<file path="config.mk">
export PLATFORM = sky130hd
export DESIGN_NAME = spmp_port
export DESIGN_NICKNAME = d
export VERILOG_FILES = /design/src/verilog/spmp_fifo.v /design/src/verilog/spmp_port.v
export VERILOG_INCLUDE_DIRS = /design/src /design/src/verilog
export SDC_FILE = /design/constraint.sdc
export NUM_CORES = 1
export LEC_CHECK = 0
export CAP_MARGIN = 40
export CORE_MARGIN = 10
export CORE_UTILIZATION = 35
export CTS_BUF_LIST = sky130_fd_sc_hd__clkbuf_16
export DETAILED_ROUTE_END_ITERATION = 8
export DONT_BUFFER_PORTS = 1
export PLACE_DENSITY_LB_ADDON = 0.05
export SYNTH_ARGS = -nofsm -noshare
export SYNTH_HDL_FRONTEND = slang
export SYNTH_SLANG_ARGS = --single-unit
</file>
<file path="constraint.sdc">
create_clock -name core_clk -period 4.05 [get_ports core_clk]
set_input_delay 0.6075 -clock core_clk [delete_from_list [all_inputs] [get_ports core_clk]]
set_output_delay 0.6075 -clock core_clk [all_outputs]
set_load 0.02 [all_outputs]
</file>
<file path="src/verilog/spmp_defs.vh">
`ifndef SPMP_DEFS_VH
`define SPMP_DEFS_VH
// Control field positions inside the 8-bit control word
`define SPMP_CTL_IRQ_EN    7
`define SPMP_CTL_ENABLE    6
`define SPMP_CTL_LSB_FIRST 5
`define SPMP_CTL_MASTER    4
`define SPMP_CTL_CPOL      3
`define SPMP_CTL_CPHA      2
`define SPMP_CTL_RATE_HI   1
`define SPMP_CTL_RATE_LO   0
// Reset values
`define SPMP_CTL_RESET     8'h00
`define SPMP_BYTE_RESET    8'h00
// Transfer shape and data buffer
`define SPMP_BITS          8
`define SPMP_FIFO_DEPTH    8
`endif

</file>
<file path="src/verilog/spmp_fifo.v">
module spmp_fifo #(
  parameter WIDTH = 8,
  parameter DEPTH = 8,
  parameter AW    = 3
) (
  // Clock and reset
  input  wire             core_clk,
  input  wire             reset,
  // Fill side
  input  wire             in_valid,
  output wire             in_ready,
  input  wire [WIDTH-1:0] in_data,
  // Drain side
  output wire             out_valid,
  input  wire             out_ready,
  output reg  [WIDTH-1:0] out_data_q
);
  // ==========================================================
  // Storage and pointers
  reg [WIDTH-1:0] mem [0:DEPTH-1];
  reg [AW-1:0]    wr_q;
  reg [AW-1:0]    rd_q;
  reg [AW:0]      cnt_q;
  reg             ov_q;
  wire            push;
  wire            pop;

  // Read data is registered: a popped word appears one cycle after pop
  assign in_ready  = (cnt_q != DEPTH[AW:0]);
  assign out_valid = ov_q;
  assign push      = in_valid & in_ready;
  assign pop       = (cnt_q != {(AW+1){1'b0}}) & (~ov_q | out_ready);

  always @(posedge core_clk) begin
    if (push) begin
      mem[wr_q] <= in_data;
    end
  end

  always @(posedge core_clk or posedge reset) begin
    if (reset) begin
      wr_q       <= {AW{1'b0}};
      rd_q       <= {AW{1'b0}};
      cnt_q      <= {(AW+1){1'b0}};
      ov_q       <= 1'b0;
      out_data_q <= {WIDTH{1'b0}};
    end else begin
      if (push) begin
        wr_q <= wr_q + 1'b1;
      end
      if (pop) begin
        rd_q       <= rd_q + 1'b1;
        out_data_q <= mem[rd_q];
        ov_q       <= 1'b1;
      end else if (out_ready) begin
        ov_q <= 1'b0;
      end
      cnt_q <= cnt_q + {{AW{1'b0}}, push} - {{AW{1'b0}}, pop};
    end
  end
endmodule // spmp_fifo

</file>
<file path="src/verilog/spmp_port.v">
`include "spmp_defs.vh"
// Notes on behaviour
// RULE1: Master data write starts eight-bit shift
// RULE2: Clock stops, done flag set per byte
// RULE3: Done flag with enable requests interrupt
// RULE4: Master never drives select by itself
// RULE5: Deselected slave idle, MISO released
// RULE6: Deselected slave accepts data write
// RULE7: MOSI master to slave, MISO back
// RULE8: Master frames packets with select
// RULE9: Next byte continues, select high ends
// RULE10: Last received byte stays readable
// RULE11: Software waits for shift completion
// RULE12: Unread byte overwritten by next byte; here a byte arriving with the buffer full is dropped instead
// RULE13: Slave may load before reading
// RULE14: External clock at most core/4
// RULE15: Pin directions overridden by mode
// RULE16: Power gate high disables port
// RULE17: Seven rates including core/2
// RULE18: Bit order selectable
// RULE19: Write during transfer flags collision
// RULE20: Done event wakes idle processor
// RULE21: Select high resets slave shifter
// RULE22: Select low as master forces slave
// RULE23: Four clock modes, opposite edges
// RULE24: Interrupt level while flag and enable
// RULE25: Reset: disabled, slave, flag clear
module spmp_port (
  // Clock and reset
  input  wire       core_clk,
  input  wire       reset,
  // Control
  input  wire       serial_power_gate,
  input  wire [7:0] ctl_wdata,
  input  wire       ctl_we,
  input  wire       double_speed,
  output reg  [7:0] serial_control_reg_q,
  // Data writes and reads
  input  wire [7:0] tx_wdata,
  input  wire       tx_we,
  output reg  [7:0] rx_data_q,
  output reg        rx_valid_q,
  input  wire       rx_read,
  output reg        rx_lost_q,
  // Status
  output reg        transfer_done_flag_q,
  input  wire       done_clear,
  output reg        write_collision_q,
  output reg        busy_q,
  output reg        irq_q,
  output reg        wake_q,
  // Software pin directions for user-defined pins
  input  wire       mosi_dir,
  input  wire       sck_dir,
  input  wire       ss_dir,
  input  wire       miso_dir,
  // Pins
  input  wire       sck_i,
  output reg        sck_o_q,
  output reg        sck_oe_q,
  input  wire       mosi_i,
  output reg        mosi_o_q,
  output reg        mosi_oe_q,
  input  wire       miso_i,
  output reg        miso_o_q,
  output reg        miso_oe_q,
  input  wire       ss_n_i,
  output reg        ss_oe_q
);
  // ==========================================================
  // Helpers
  localparam ST_IDLE = 1'b0;
  localparam ST_RUN  = 1'b1;

  function [6:0] half_div;
    input       dbl;
    input [1:0] rate;
    begin
      case ({dbl, rate})
        3'b000:  half_div = 7'h02;
        3'b001:  half_div = 7'h08;
        3'b010:  half_div = 7'h20;
        3'b011:  half_div = 7'h40;
        3'b100:  half_div = 7'h01;
        3'b101:  half_div = 7'h04;
        3'b110:  half_div = 7'h10;
        default: half_div = 7'h20;
      endcase
    end
  endfunction

  function out_bit;
    input [7:0] sr;
    input       lsb;
    begin
      out_bit = lsb ? sr[0] : sr[7];
    end
  endfunction

  function [7:0] shift_in;
    input [7:0] sr;
    input       lsb;
    input       b;
    begin
      shift_in = lsb ? {b, sr[7:1]} : {sr[6:0], b};
    end
  endfunction

  // ==========================================================
  // Control decode
  wire [7:0] ctl     = serial_control_reg_q;
  wire       en      = ctl[`SPMP_CTL_ENABLE] & ~serial_power_gate; // see RULE16
  wire       master  = ctl[`SPMP_CTL_MASTER];
  wire       cpol    = ctl[`SPMP_CTL_CPOL];
  wire       cpha    = ctl[`SPMP_CTL_CPHA];
  wire       lsb     = ctl[`SPMP_CTL_LSB_FIRST];                  // see RULE18
  wire [6:0] hdiv    = half_div(double_speed,
                                ctl[`SPMP_CTL_RATE_HI:`SPMP_CTL_RATE_LO]); // see RULE17

  reg        state_q;
  reg  [7:0] sr_q;
  reg  [3:0] edges_q;
  reg  [6:0] div_q;
  reg        sck_prev_q;
  reg        ss_prev_q;
  reg        done_ev;
  reg  [7:0] done_byte;

  // Mode fault: another master selects us
  wire mode_fault = en & master & ~ss_dir & ~ss_n_i;   // see RULE22
  wire slave_sel  = en & ~master & ~ss_n_i;

  // Slave edge detection; inputs taken as synchronous, so no extra stages
  wire sck_rise   = sck_i & ~sck_prev_q;
  wire sck_fall   = ~sck_i & sck_prev_q;
  wire lead_edge  = cpol ? sck_fall : sck_rise;
  wire trail_edge = cpol ? sck_rise : sck_fall;
  wire s_sample   = cpha ? trail_edge : lead_edge;     // see RULE23
  wire s_setup    = cpha ? lead_edge : trail_edge;
  wire ss_fall    = ss_prev_q & ~ss_n_i;

  // Received bytes pass through the buffer; the full flag stalls nothing on
  // the line, so a byte arriving with the buffer full is dropped and flagged as lost in rx_lost_q
  wire       fifo_in_ready;
  wire       fifo_out_valid;
  wire [7:0] fifo_out_data;

  spmp_fifo #(
    .WIDTH (`SPMP_BITS),
    .DEPTH (`SPMP_FIFO_DEPTH),
    .AW    (3)
  ) u_rx_fifo (
    .core_clk   (core_clk),
    .reset      (reset),
    .in_valid   (done_ev),
    .in_ready   (fifo_in_ready),
    .in_data    (done_byte),
    .out_valid  (fifo_out_valid),
    .out_ready  (~rx_valid_q | rx_read),
    .out_data_q (fifo_out_data)
  );

  // ==========================================================
  // Shift engine
  always @(posedge core_clk or posedge reset) begin
    if (reset) begin
      serial_control_reg_q <= `SPMP_CTL_RESET;                     // see RULE25
      state_q              <= ST_IDLE;
      sr_q                 <= `SPMP_BYTE_RESET;
      edges_q              <= 4'h0;
      div_q                <= 7'h00;
      sck_prev_q           <= 1'b0;
      ss_prev_q            <= 1'b1;
      sck_o_q              <= 1'b0;
      transfer_done_flag_q <= 1'b0;
      write_collision_q    <= 1'b0;
      busy_q               <= 1'b0;
      done_ev              <= 1'b0;
      done_byte            <= `SPMP_BYTE_RESET;
      mosi_o_q             <= 1'b0;
      miso_o_q             <= 1'b0;
    end else begin
      sck_prev_q <= sck_i;
      ss_prev_q  <= ss_n_i;
      done_ev    <= 1'b0;
      if (ctl_we) begin
        serial_control_reg_q <= ctl_wdata;
      end
      if (done_clear) begin
        transfer_done_flag_q <= 1'b0;
        write_collision_q    <= 1'b0;
      end
      // Writes while busy are dropped; hold data until next transfer otherwise
      if (tx_we & busy_q) begin
        write_collision_q <= 1'b1;                                  // see RULE19
      end else if (tx_we) begin
        sr_q <= tx_wdata;                                           // see RULE6
        // Phase 0 slave must show the first bit before any clock edge
        if (~master & ~cpha) begin
          miso_o_q <= out_bit(tx_wdata, lsb);                       // see RULE13
        end
        if (en & master & ~mode_fault) begin
          state_q <= ST_RUN;                                        // see RULE1
          busy_q  <= 1'b1;
          edges_q <= 4'h0;
          div_q   <= hdiv;
          sck_o_q <= cpol;
          if (~cpha) begin
            mosi_o_q <= out_bit(tx_wdata, lsb);
          end
        end
      end
      if (~en) begin
        state_q <= ST_IDLE;
        busy_q  <= 1'b0;
        sck_o_q <= cpol;
      end else if (mode_fault) begin
        serial_control_reg_q[`SPMP_CTL_MASTER] <= 1'b0;             // see RULE22
        transfer_done_flag_q <= 1'b1;
        state_q              <= ST_IDLE;
        busy_q               <= 1'b0;
        sck_o_q              <= cpol;
      end else if (master & state_q == ST_RUN) begin
        if (div_q > 7'h01) begin
          div_q <= div_q - 7'h01;
        end else begin
          div_q   <= hdiv;
          sck_o_q <= ~sck_o_q;
          edges_q <= edges_q + 4'h1;
          // Even edges (0,2..) are leading, odd are trailing
          if (edges_q[0] == cpha) begin
            sr_q <= shift_in(sr_q, lsb, miso_i);                    // see RULE7
          end else if (edges_q != 4'hF) begin
            mosi_o_q <= out_bit(sr_q, lsb);
          end
          if (edges_q == 4'hF) begin
            state_q              <= ST_IDLE;                        // see RULE2
            busy_q               <= 1'b0;
            transfer_done_flag_q <= 1'b1;
            done_ev              <= 1'b1;
            done_byte            <= cpha ? shift_in(sr_q, lsb, miso_i) : sr_q;
          end
        end
      end else if (master) begin
        // Idle master follows the polarity bit, so a mode change between
        // bytes shows up at once as a clock edge at the selected slave
        sck_o_q <= cpol;                                            // see RULE23
      end else begin
        if (ss_n_i | ~en) begin
          edges_q <= 4'h0;                                          // see RULE21
          busy_q  <= 1'b0;
        end else begin
          if (ss_fall & ~cpha) begin
            miso_o_q <= out_bit(sr_q, lsb);
          end
          if (s_sample) begin
            sr_q    <= shift_in(sr_q, lsb, mosi_i);                 // see RULE7
            busy_q  <= 1'b1;
            edges_q <= edges_q + 4'h1;
            if (edges_q == 4'h7) begin
              transfer_done_flag_q <= 1'b1;                         // see RULE2
              done_ev              <= 1'b1;
              done_byte            <= shift_in(sr_q, lsb, mosi_i);
              edges_q              <= 4'h0;
              busy_q               <= 1'b0;
            end
          end else if (s_setup & (cpha | edges_q != 4'h0)) begin
            miso_o_q <= out_bit(sr_q, lsb);
          end
        end
      end
    end
  end

  // ==========================================================
  // Receive buffer, status, pins
  always @(posedge core_clk or posedge reset) begin
    if (reset) begin
      rx_data_q  <= `SPMP_BYTE_RESET;
      rx_valid_q <= 1'b0;
      rx_lost_q  <= 1'b0;
      irq_q      <= 1'b0;
      wake_q     <= 1'b0;
      sck_oe_q   <= 1'b0;
      mosi_oe_q  <= 1'b0;
      miso_oe_q  <= 1'b0;
      ss_oe_q    <= 1'b0;
    end else begin
      if (fifo_out_valid & (~rx_valid_q | rx_read)) begin
        rx_data_q  <= fifo_out_data;                                // see RULE10
        rx_valid_q <= 1'b1;
      end else if (rx_read) begin
        rx_valid_q <= 1'b0;
      end
      if (done_ev & ~fifo_in_ready) begin
        rx_lost_q <= 1'b1;                                          // see RULE12
      end else if (done_clear) begin
        rx_lost_q <= 1'b0;
      end
      irq_q     <= transfer_done_flag_q & ctl[`SPMP_CTL_IRQ_EN];    // see RULE3 RULE24
      wake_q    <= done_ev;                                         // see RULE20
      // Select is never driven by the engine itself
      ss_oe_q   <= en & master & ss_dir;                            // see RULE4
      sck_oe_q  <= en & master & sck_dir;                           // see RULE15
      mosi_oe_q <= en & master & mosi_dir;
      miso_oe_q <= slave_sel & miso_dir;                            // see RULE5
    end
  end
endmodule // spmp_port

</file>
==> metrics.csv <==
stage;metric;value;unit
outcome;status;finished clean;
sta;final hold violation count;0;
clocking;cts bufs inserted;17;
setup_path;crit path max fanout;14;
setup_path;Critical Path AT;2990;ps
clocking;CTS sink cnt;144;
floorplan;Die Width;156.7;um
detailed_routing;DRC Markers;0;
clocking;CTS Hold Bufs;0;
sta;PnR worst setup slack;1359;ps
synthesis;Synth area leader;dfrtp_1;
layout;Layout area overhead;13.79;%
power;Clock power frac;0.361;
synthesis;cell area after synthesis;6544;um2
floorplan;Core Rows;49;
clocking;Root Buffer;clkbuf_16;
sta;pins over their slew limit;0;
synthesis;post-synth top area share;0.3021;
global_route;largest net degree at the start of global routing;30;
placement;HPWL Detailed;10.25;mm
clocking;Skew-Pair Late Insertion Delay;420;ps
power;VDD IR-drop max;278.7;uV
layout;number of diodes;0;
setup_path;R2R Path End;done_byte[3];
synthesis;sequential element share of the synthesized area;0.5998;
sta;relative slew slack;0.4567;
placement;DP Worst Slack;1354;ps
floorplan;die area;24570;um2
floorplan;core area;18150;um2
clocking;Worst-path clk slew;70;ps
layout;nets;543;
synthesis;top_reg_cell synth;dfrtp_1;
setup_path;Worst EP required;4350;ps
power;PwrDens;562.3;nW/um2
setup_path;Reg2Reg Launch Point;serial_control_reg_q[4];
detailed_routing;Routed WL per cell;18.93;um
sta;f_max;371.6;MHz
setup_path;Worst R2R Path Depth;5;
synthesis;flop and latch count out of synthesis;144;
detailed_routing;Detailed Route WL;14.01;mm
setup_path;Worst setup SP type;flip-flop;
setup_path;critical setup path kind;reg -> reg;
power;Psw;1215;uW
sta;Post-Route Setup TNS;0;ps
synthesis;ys async rst share;0.5556;
job;Max-cap violations;0;
floorplan;Initial Util;0.3606;
clocking;cts repair resizes;0;
global_route;total grt overflow;0;
power;Reg power frac;0.464;
detailed_routing;Vias/cell;5.226;
synthesis;Mapped Avg Cell Area;13.41;um2
global_route;initial antenna violation count;0;
global_route;vias in the first global route;4048;
clocking;H-tree depth;4;
sta;RSZ-0062 raised after global routing;false;
synthesis;Net Count, Synth;533;
setup_path;CP Capture Type;flip-flop;
global_route;Total Routing Usage GR;0.1218;
sta;Period minus WS final;2691;ps
sta;final setup vio count;0;
sta;Hold WS;76.48;ps
detailed_routing;Initial DRT Pass Iterations;4;
clocking;Setup Fix Bufs, Post-CTS;0;
floorplan;Die H;156.7;um
layout;share of layout cells above drive strength 1;0.1820;
detailed_routing;Routed Antenna Nets;0;
synthesis;synthesized instance count;488;
power;Internal;2972;uW
sta;fin crit share;0.6644;
synthesis;synth warn;0;
synthesis;EDFF count, synth;64;
detailed_routing;Initial DRC Count;120;
clocking;CTS tree;built;
worst_hold_path;HP Class;in -> async;
power;overall power;4187;uW
synthesis;Synth cell types;57;
power;Sw Ratio;0.2901;
layout;fin util;0.4103;
floorplan;I/O pins;62;
placement;I/O Buffers;0;
synthesis;top cells by area, synth;dfrtp_1 30%, edfxtp_1 29%, mux2i_1 5.7%;
detailed_routing;via count;3867;
placement;Placer Congestion;0.8034;
power;leak pwr;0.002940;uW
setup_path;Reg2Reg Setup Slack;1360;ps
sta;Layout Skew;9.413;ps
clocking;CTS max path bufs;2;
sta;Worst-Margin Slew;812.0;ps
power;Logic pwr share;0.176;
global_route;first-pass GRT wire length;23.08;mm
==> per-stage QoR <==
stage / std cells / instance area [um2]
after floorplan: 488 / 6544
after global placement: 703 / 6784
after detailed placement: 708 / 6874
after CTS: 740 / 7446
after global routing: 740 / 7446
final: 740 / 7446
==> cell usage in the layout, fill, tap and decap left out, drive strengths merged, types with 11 or more instances in the layout <==
| cell | instances |
|---|---|
| mux2 | 28 |
| edfxtp | 64 |
| buf | 11 |
| clkbuf | 17 |
| o21ai | 11 |
| nand2 | 28 |
| mux2i | 37 |
| a21oi | 26 |
| nand3 | 13 |
| mux4 | 16 |
| inv | 25 |
| nor2 | 34 |
| dfrtp | 79 |
| ha | 12 |
==> power groups by stage <==
| stage | combinational, uW | clock, uW | sequential [uW] |
|---|---|---|---|
| CTS | 754 | 1560 | 1950 |
| global route | 837 | 1620 | 1980 |
| detailed placement | 751 | 0 | 1980 |
| global placement | 610 | 0 | 2040 |
| finish | 735 | 1510 | 1940 |
| floorplan | 620 | 0 | 1860 |
==> kinds of logic (layout without fill, tap and decap cells) <==
group / after synthesis / after routing / synth area share
AND/OR/NAND/NOR: 122 / 122 / 0.09618
multiplexers: 81 / 81 / 0.1598
AO/OA/AOI/OAI: 77 / 77 / 0.07935
buffers and inverters: 42 / 65 / 0.02677
XOR/XNOR: 9 / 9 / 0.01205
adder cells (fa/ha/maj): 13 / 13 / 0.02600
flip-flops: 144 / 144 / 0.5998
==> cells in the mapped netlist (5+ instances only) <==
library cell,count
mux4_2,16
inv_1,22
and2_1,6
a22oi_1,5
nand3_1,12
dfrtp_1,79
or3_1,6
mux2i_1,37
a21oi_1,24
ha_1,12
nand2_1,28
buf_2,5
xnor2_1,5
o21ai_0,11
edfxtp_1,64
nor2_1,34
mux2_2,28
nand2b_1,9
clkbuf_1,11
nor3_1,8
==> area by class of cell <==
class / count / area, um2
fillers: 1685 / 10700
flip-flops and latches: 144 / 3925
multi-input cells: 302 / 2444
clock buffers: 17 / 425.4
well taps: 229 / 286.5
clock inverters: 15 / 146.4
repair buffers: 11 / 135.1
inverters: 22 / 83.83
==> how the worst max path moves through the flow <==
stage                                  from      endpoint  cells after the start
detailed placement  serial_control_reg_q[4]  done_byte[3]                      5
finish              serial_control_reg_q[4]  done_byte[3]                      5
CTS                 serial_control_reg_q[4]  done_byte[3]                      5
floorplan                             reset        busy_q                      1
global route        serial_control_reg_q[4]  done_byte[1]                      5
global placement    serial_control_reg_q[4]  done_byte[3]                      5
==> state kept, by name, indices dropped and copies added (netlist names), 3 cells and up <==
register and cells:
edges_q 4, u_rx_fifo.out_data_q 8, rx_data_q 8, u_rx_fifo.rd_q 3
u_rx_fifo.cnt_q 4, u_rx_fifo.mem 64, done_byte 8, div_q 7
serial_control_reg_q 8, sr_q 8, u_rx_fifo.wr_q 3
==> layer usage <==
layer	vias up	share of wire	GRT usage
met5	-	0	0
met4	0	0.0075	0.03146
li1	1825	-	-
met2	80	0.47	0.1908
met1	1957	0.45	0.1501
met3	5	0.067	0.05428
==> critical path, cell delays in order (launching register included) <==
cell	delay (ps)
dfrtp_1	700
nand2_1	370
nor3_4	660
nand3_4	130
a21oi_4	330
mux2_2	380
Note: power is estimated with default switching activity, not from simulation.
